[src/hdl/wwd_pkg.sv]
package wwd_pkg;

  // core clock and low-power oscillator rates
  localparam int unsigned CORE_CLK_KHZ = 10000;
  localparam int unsigned OSC_KHZ = 32;
  localparam int unsigned OSC_DIV = CORE_CLK_KHZ / OSC_KHZ;

  // prescaler divides
  localparam logic [7:0] PRE5_DIV = 8'h20;
  localparam logic [7:0] PRE7_DIV = 8'h80;

  // nominal base timeout at 1:1 postscale
  localparam int unsigned BASE_TIMEOUT5_US = 1000;
  localparam int unsigned BASE_TIMEOUT7_US = 4000;

  // wdt_config_word field positions
  localparam int unsigned CFG_POST_LSB = 0;
  localparam int unsigned CFG_POST_W = 4;
  localparam int unsigned CFG_PRE_BIT = 4;
  localparam int unsigned CFG_WINOFF_BIT = 6;
  localparam int unsigned CFG_HWEN_BIT = 7;

  // reset_control_reg field positions
  localparam int unsigned RCR_IDLE_BIT = 2;
  localparam int unsigned RCR_SLEEP_BIT = 3;
  localparam int unsigned RCR_TOFLAG_BIT = 4;
  localparam int unsigned RCR_SWEN_BIT = 5;
  localparam int unsigned RCR_W = 8;

  // reset values
  localparam logic RST_SWEN = 1'b0;
  localparam logic RST_FLAG = 1'b0;

  typedef enum logic [1:0] {
    MODE_RUN = 2'b00,
    MODE_SLEEP = 2'b01,
    MODE_IDLE = 2'b10
  } wwd_mode_t;

endpackage

[src/hdl/wwd_tick_div.sv]
`timescale 1ns/1ns
module wwd_tick_div #(
  parameter int unsigned DIV = wwd_pkg::OSC_DIV
) (
  input wire logic core_clk,
  input wire logic rst_n,
  input wire logic run,
  output logic tick_r
);

  localparam int unsigned CW = $clog2(DIV);
  localparam logic [CW-1:0] LAST = CW'(DIV - 1);

  logic [CW-1:0] cnt_r;

  // oscillator stops when the watchdog is off
  always_ff @(posedge core_clk or negedge rst_n)
  begin
    if (!rst_n)
    begin
      cnt_r <= '0;
      tick_r <= 1'b0;
    end
    else if (!run)
    begin
      cnt_r <= '0;
      tick_r <= 1'b0;
    end
    else
    begin
      tick_r <= (cnt_r == LAST);
      cnt_r <= (cnt_r == LAST) ? '0 : cnt_r + 1'b1;
    end
  end

endmodule // wwd_tick_div

[src/hdl/wwd_top.sv]
`timescale 1ns/1ns
// Function
// counter runs on low-power oscillator ticks
// prescaler divides by 32 or 128
// base period 1 ms or 4 ms
// postscaler ratio 1:1 to 1:32768
// device reset clears all counts
// clock switch completion clears all counts
// power-save entry clears all counts
// power-save exit clears all counts
// clear instruction clears all counts
// keeps counting in sleep and idle
// timeout in power-save wakes, not resets
// sleep/idle status stays until software clears
// hardware enable forces watchdog on
// otherwise software enable bit controls it
// software enable cleared by reset
// early clear in window mode resets device
// timeout flag sticky until software clears
// run-mode timeout resets device, sets flag
module wwd_top #(
  parameter int unsigned OSC_DIV = wwd_pkg::OSC_DIV
) (
  input wire logic core_clk,
  input wire logic rst_n,
  input wire logic [7:0] wdt_config_word,
  input wire logic rcr_wr,
  input wire logic [7:0] rcr_wdata,
  input wire logic clear_watchdog_instr,
  input wire logic power_save_sleep,
  input wire logic power_save_idle,
  input wire logic other_wake,
  input wire logic clk_switch_done,
  output logic [7:0] reset_control_reg,
  output logic osc_enable_r,
  output logic wdt_reset_r,
  output logic wake_r,
  output logic window_open_r
);

  logic hw_wdt_enable;
  logic prescale_select;
  logic window_disable;
  logic [3:0] postscale_select;
  logic sw_wdt_enable_r;
  logic timeout_flag_r;
  logic sleep_stat_r;
  logic idle_stat_r;
  logic wdt_on;
  logic tick_r;
  logic [6:0] pre_cnt_r;
  logic [14:0] post_cnt_r;
  logic pre_wrap;
  logic timeout;
  logic clr_cmd;
  logic early_clr;
  logic in_window;
  logic ps_entry;
  logic ps_exit;
  logic clr_all;
  wwd_pkg::wwd_mode_t mode_r;
  wwd_pkg::wwd_mode_t mode_nxt;

  function automatic logic [15:0] post_ratio(input logic [3:0] sel);
    post_ratio = 16'h0001 << sel;
  endfunction

  function automatic logic [7:0] pre_div(input logic sel);
    pre_div = sel ? wwd_pkg::PRE7_DIV : wwd_pkg::PRE5_DIV;
  endfunction

  assign hw_wdt_enable = wdt_config_word[wwd_pkg::CFG_HWEN_BIT];
  assign prescale_select = wdt_config_word[wwd_pkg::CFG_PRE_BIT];
  assign window_disable = wdt_config_word[wwd_pkg::CFG_WINOFF_BIT];
  assign postscale_select =
    wdt_config_word[wwd_pkg::CFG_POST_LSB +: wwd_pkg::CFG_POST_W];

  assign wdt_on = hw_wdt_enable | sw_wdt_enable_r;

  wwd_tick_div #(
    .DIV(OSC_DIV)
  ) u_tick (
    .core_clk(core_clk),
    .rst_n(rst_n),
    .run(wdt_on),
    .tick_r(tick_r)
  );

  // compare with >= so a ratio lowered mid-count ends at the next wrap
  assign pre_wrap = tick_r &&
    ({1'b0, pre_cnt_r} >= pre_div(prescale_select) - 8'h01);
  // a clear in the wrap cycle beats the timeout
  assign timeout = wdt_on && pre_wrap && !clr_cmd &&
    ({1'b0, post_cnt_r} >= post_ratio(postscale_select) - 16'h0001);

  // elapsed and total in oscillator ticks; last quarter is 4*e >= 3*t
  always_comb
  begin
    logic [24:0] elapsed;
    logic [24:0] total;
    elapsed = 25'(post_cnt_r) * 25'(pre_div(prescale_select))
      + 25'(pre_cnt_r);
    total = 25'(post_ratio(postscale_select))
      * 25'(pre_div(prescale_select));
    in_window = ((elapsed << 2) >= (total * 25'h3));
  end

  // clear instruction only counts in normal execution
  assign clr_cmd = clear_watchdog_instr && (mode_r == wwd_pkg::MODE_RUN);
  assign early_clr = clr_cmd && wdt_on && !window_disable
    && !in_window;
  assign ps_entry = (mode_r == wwd_pkg::MODE_RUN)
    && (power_save_sleep || power_save_idle);
  assign ps_exit = (mode_r != wwd_pkg::MODE_RUN)
    && (other_wake || timeout);
  assign clr_all = !wdt_on || clr_cmd || ps_entry || ps_exit
    || clk_switch_done || timeout;

  always_ff @(posedge core_clk or negedge rst_n)
  begin
    if (!rst_n)
    begin
      pre_cnt_r <= '0;
      post_cnt_r <= '0;
    end
    else if (clr_all)
    begin
      pre_cnt_r <= '0;
      post_cnt_r <= '0;
    end
    else if (pre_wrap)
    begin
      // counting goes on whatever the power mode
      pre_cnt_r <= '0;
      post_cnt_r <= post_cnt_r + 15'h0001;
    end
    else if (tick_r)
    begin
      pre_cnt_r <= pre_cnt_r + 7'h01;
    end
  end

  always_comb
  begin
    mode_nxt = mode_r;
    unique case (mode_r)
      wwd_pkg::MODE_RUN:
      begin
        if (power_save_sleep)
          mode_nxt = wwd_pkg::MODE_SLEEP;
        else if (power_save_idle)
          mode_nxt = wwd_pkg::MODE_IDLE;
      end
      wwd_pkg::MODE_SLEEP,
      wwd_pkg::MODE_IDLE:
      begin
        if (ps_exit)
          mode_nxt = wwd_pkg::MODE_RUN;
      end
      default:
        mode_nxt = wwd_pkg::MODE_RUN;
    endcase
  end

  always_ff @(posedge core_clk or negedge rst_n)
  begin
    if (!rst_n)
      mode_r <= wwd_pkg::MODE_RUN;
    else
      mode_r <= mode_nxt;
  end

  // timeout in power-save wakes; in run mode it resets
  always_ff @(posedge core_clk or negedge rst_n)
  begin
    if (!rst_n)
    begin
      wdt_reset_r <= 1'b0;
      wake_r <= 1'b0;
    end
    else
    begin
      wdt_reset_r <= (timeout && (mode_r == wwd_pkg::MODE_RUN))
        || early_clr;
      wake_r <= timeout && (mode_r != wwd_pkg::MODE_RUN);
    end
  end

  // software enable; lost on every device reset
  always_ff @(posedge core_clk or negedge rst_n)
  begin
    if (!rst_n)
      sw_wdt_enable_r <= wwd_pkg::RST_SWEN;
    else if (rcr_wr)
      sw_wdt_enable_r <= rcr_wdata[wwd_pkg::RCR_SWEN_BIT];
  end

  // hardware set wins over a software write in the same cycle
  always_ff @(posedge core_clk or negedge rst_n)
  begin
    if (!rst_n)
      timeout_flag_r <= wwd_pkg::RST_FLAG;
    else if ((timeout && (mode_r == wwd_pkg::MODE_RUN)) || early_clr)
      timeout_flag_r <= 1'b1;
    else if (rcr_wr)
      timeout_flag_r <= rcr_wdata[wwd_pkg::RCR_TOFLAG_BIT];
  end

  always_ff @(posedge core_clk or negedge rst_n)
  begin
    if (!rst_n)
    begin
      sleep_stat_r <= wwd_pkg::RST_FLAG;
      idle_stat_r <= wwd_pkg::RST_FLAG;
    end
    else
    begin
      // status survives the wake; only software drops it
      if (ps_entry && power_save_sleep)
        sleep_stat_r <= 1'b1;
      else if (rcr_wr)
        sleep_stat_r <= rcr_wdata[wwd_pkg::RCR_SLEEP_BIT];
      if (ps_entry && !power_save_sleep)
        idle_stat_r <= 1'b1;
      else if (rcr_wr)
        idle_stat_r <= rcr_wdata[wwd_pkg::RCR_IDLE_BIT];
    end
  end

  always_ff @(posedge core_clk or negedge rst_n)
  begin
    if (!rst_n)
    begin
      osc_enable_r <= 1'b0;
      window_open_r <= 1'b0;
    end
    else
    begin
      osc_enable_r <= wdt_on;
      window_open_r <= wdt_on && (window_disable || in_window);
    end
  end

  always_comb
  begin
    reset_control_reg = 8'h00;
    reset_control_reg[wwd_pkg::RCR_SWEN_BIT] = sw_wdt_enable_r;
    reset_control_reg[wwd_pkg::RCR_TOFLAG_BIT] = timeout_flag_r;
    reset_control_reg[wwd_pkg::RCR_SLEEP_BIT] = sleep_stat_r;
    reset_control_reg[wwd_pkg::RCR_IDLE_BIT] = idle_stat_r;
  end

endmodule // wwd_top

[config.mk]
export PLATFORM = sky130hd
export DESIGN_NAME = wwd_top
export DESIGN_NICKNAME = d
export VERILOG_FILES = /design/src/hdl/wwd_pkg.sv /design/src/hdl/wwd_tick_div.sv /design/src/hdl/wwd_top.sv
export SDC_FILE = /design/constraint.sdc
export NUM_CORES = 1
export LEC_CHECK = 0
export BUFFER_PORTS_ARGS = -buffer_cell sky130_fd_sc_hd__buf_2
export CAP_MARGIN = 20
export CORE_UTILIZATION = 69
export DETAILED_ROUTE_END_ITERATION = 7
export PLACE_DENSITY = 0.91
export SLEW_MARGIN = 30
export SYNTH_ARGS = -nofsm -noshare
export SYNTH_HDL_FRONTEND = slang
export SYNTH_HIERARCHICAL = 1
export SYNTH_SLANG_ARGS = --single-unit
export TNS_END_PERCENT = 20
[constraint.sdc]
create_clock -name core_clk -period 9.3 [get_ports core_clk]
set_input_delay 1.86 -clock core_clk [delete_from_list [all_inputs] [get_ports core_clk]]
set_output_delay 1.86 -clock core_clk [all_outputs]
set_load 0.005 [all_outputs]
==> metrics <==
Post-synth ARST share=1.000; placed cell count=921; Syn Inst Count=765; fill count=628; DR DRC count=0; final hold violations=0; fin cells=929; Total GRT Usage=0.3233; worst hold path class=flip-flop to flip-flop; Crit. End Element=flip-flop; worst-case clock skew=8.444 ps; largest net degree at the start of global routing=43; Vias/cell=6.226; WL met1=6.495 mm; Worst Path Buf+Inv=2; Crit path arrival time=8440 ps; clock-pin slew on the worst setup and hold paths=80 ps; DP HPWL=12.10 mm; number of DRC markers in iteration 0=303; Synth Cell Area=6600 µm²; CP Data Required Time=9490 ps; I/O pin cnt=36; Slowest-stage cell, CP=nor3_1; Max-slew headroom=0.6281; WL/cell=16.54 µm; Die Y=99.80 µm; via count=5784; Pwr per Cell Area=91.72 nW/µm²; Fmax=121.2 MHz; Antenna Cells=0; sequential area share after synthesis=0.1592; post-synthesis register bit count=42; Primary FF master, synth=dfrtp_1; Slew @ Worst Pin=557.8 ps; TritonRoute pass-1 iters=5; CTS resizes=0; WHS=486.4 ps; Die W=99.80 µm; Setup violations, final=0; EDFF count, synth=0; row count=35; RSZ-0062 raised after global routing=false; Overflow after GRT=0; Root Driver=clkbuf_8; Max rail drop VDD=0.0001595 V; status=complete, no violations; TNS Setup=0 ps; DRT antenna net count=0; synthesis-to-finish area growth=5.327%; number of hold buffers added after CTS=0; most frequent CP cell=ha_1; CP Class=primary input to flip-flop; Routed met3 length=757 µm; worst skew pair latency=300 ps; Critical Path Fanout Max=29; vias in the first global route=5898; GPL Wtd Cong=0.8871; YS warnings=6; die footprint=9960 µm²; clk buf depth=2; total leakage power=3.609 nW; CP Launch Type=primary input; Avg Inst Size Synth=8.628 µm²; Tmin final=8253 ps; CTS tree=built; CTS Buf Count=5; Detailed Route WL=15.36 mm; met2 wire length=7.776 mm; Final period util=0.8875; DR top layer=met4; critical path's largest stage delay=490 ps; Final Slew Violations=0; first-pass GRT wire length=26.24 mm; number of max-cap violations=0; final net count=991; htree depth=2; starting density of the core=0.7143; fraction of layout cells with a size suffix above 1=0.08625; Port Buffers=26; Unique masters post-synth=80; Top delay family on crit path=compound AO/OA/AOI/OAI gates; clk sinks=42; initial antenna violation count=0; core area=9240 µm²; setup repair bufs after CTS=0
-- cell type report --
type | count | area [µm²] | share of cell area
Multi-Input combinational cell | 686 | 5373 | 0.7729
Sequential cell | 42 | 1051 | 0.1512
Tap cell | 129 | 161.4 | 0.02322
Inverter | 38 | 142.6 | 0.02052
Timing Repair Buffer | 26 | 132.6 | 0.01908
Clock buffer | 7 | 86.33 | 0.01242
Clock inverter | 1 | 5.005 | 0.0007199
-- layer usage --
layer  vias to the layer above  global-route usage
li1                       2816                   -
met1                      2769              0.3910
met2                       159              0.5915
met3                        40             0.04666
met4                         0             0.09842
met5                         -                   0
-- flip-flops by register name (all words and copies together), names as in the netlist --
name             count
wdt_reset_r          1
pre_cnt_r            7
mode_r               2
post_cnt_r          15
sw_wdt_enable_r      1
osc_enable_r         1
window_open_r        1
timeout_flag_r       1
idle_stat_r          1
u_tick/cnt_r         9
u_tick/tick_r        1
sleep_stat_r         1
wake_r               1
-- report_power, final --
part           internal (mW)  switching, mW
sequential             0.199         0.0141
clock                 0.0599         0.0602
combinational          0.129          0.176
-- path summary, 6_finish.rpt --
check	startpoint	to	slack (ps)	cells past startpoint
setup / recovery	wdt_config_word[4]	timeout_flag_r	1050	29
hold / removal	u_tick/cnt_r[0]	u_tick/cnt_r[0]	490	1
setup reg to reg	post_cnt_r[6]	timeout_flag_r	3570	23
hold reg to reg	u_tick/cnt_r[0]	u_tick/cnt_r[0]	490	1
max in group asynchronous	rst_n	post_cnt_r[9]	7400	1
min in group asynchronous	rst_n	u_tick/cnt_r[0]	1540	1
-- stage by stage --
| step | power (mW) | cell area, µm² | setup slack [ps] | utilization |
|---|---|---|---|---|
| after floorplan | 0.4445 | 6701 | 1741 | - |
| after global placement | 0.4890 | 6858 | 1175 | 0.7422 |
| after detailed placement | 0.5112 | 6858 | 933.3 | 0.7422 |
| after CTS | 0.6324 | 6949 | 1257 | 0.7521 |
| after global routing | 0.6846 | 6952 | 646.2 | 0.7523 |
| final | 0.6376 | 6952 | 1047 | 0.7523 |
-- worst register-to-register path: stages (launching register included) --
cell	delay, ps
dfrtp_1	490
mux2_2	320
ha_1	310
ha_1	300
ha_1	310
ha_1	350
and4b_1	230
o21a_1	180
o21a_1	200
o21ai_1	170
a21oi_1	120
or4_1	440
nand2_1	100
xnor2_1	70
ha_1	330
and4b_1	200
nand4_1	100
nor4_1	360
o21a_1	170
o21a_1	100
o21ai_0	100
o311a_1	200
a32o_1	230
a211o_1	270
-- synthesized netlist by cell type, drive strengths merged (3+ instances only) --
library cell / n / share of area
ha: 164 / 0.31
nor2: 78 / 0.044
a21oi: 45 / 0.035
dfrtp: 42 / 0.16
nand2: 41 / 0.024
inv: 38 / 0.022
xnor2: 32 / 0.042
xor2: 31 / 0.041
o21ai: 26 / 0.021
nand3: 25 / 0.019
nand2b: 18 / 0.017
nor3: 18 / 0.014
clkbuf: 15 / 0.0085
a21o: 14 / 0.016
mux2: 14 / 0.024
nand4: 14 / 0.014
o21a: 14 / 0.016
nor2b: 13 / 0.013
buf: 11 / 0.012
or3: 10 / 0.010
and2: 7 / 0.0066
a211o: 5 / 0.0066
a31oi: 5 / 0.0047
or2: 5 / 0.0047
a211oi: 4 / 0.0053
and3: 4 / 0.0038
fa: 4 / 0.012
nand3b: 4 / 0.0045
nor3b: 4 / 0.0045
o21bai: 4 / 0.0045
a21boi: 3 / 0.0040
a311oi: 3 / 0.0040
a32o: 3 / 0.0045
mux2i: 3 / 0.0045
nor4: 3 / 0.0051
o211ai: 3 / 0.0034
-- cells in the final DEF (no fill, tap or decap), drive strengths merged, types with 14 or more instances in the layout --
cell	n
a21o	14
a21oi	45
buf	26
conb	28
dfrtp	42
ha	164
inv	38
mux2	14
nand2	41
nand2b	18
nand3	25
nand4	14
nor2	78
nor3	18
o21a	14
o21ai	26
xnor2	32
xor2	31
-- logic make-up (layout without fill, tap and decap cells) --
family	after synthesis	after routing	synth area share
and+or+nand+nor	252	252	0.1972
adders and majority gates	169	169	0.3247
AOI/OAI and AO/OA	157	157	0.1642
buffers and inverters	64	72	0.04209
xor gates and xnor gates	63	63	0.08360
DFF	42	42	0.1592
muxes	17	17	0.02844
other	1	28	0.0005682
No activity file was read; power rests on OpenSTA's default activity.
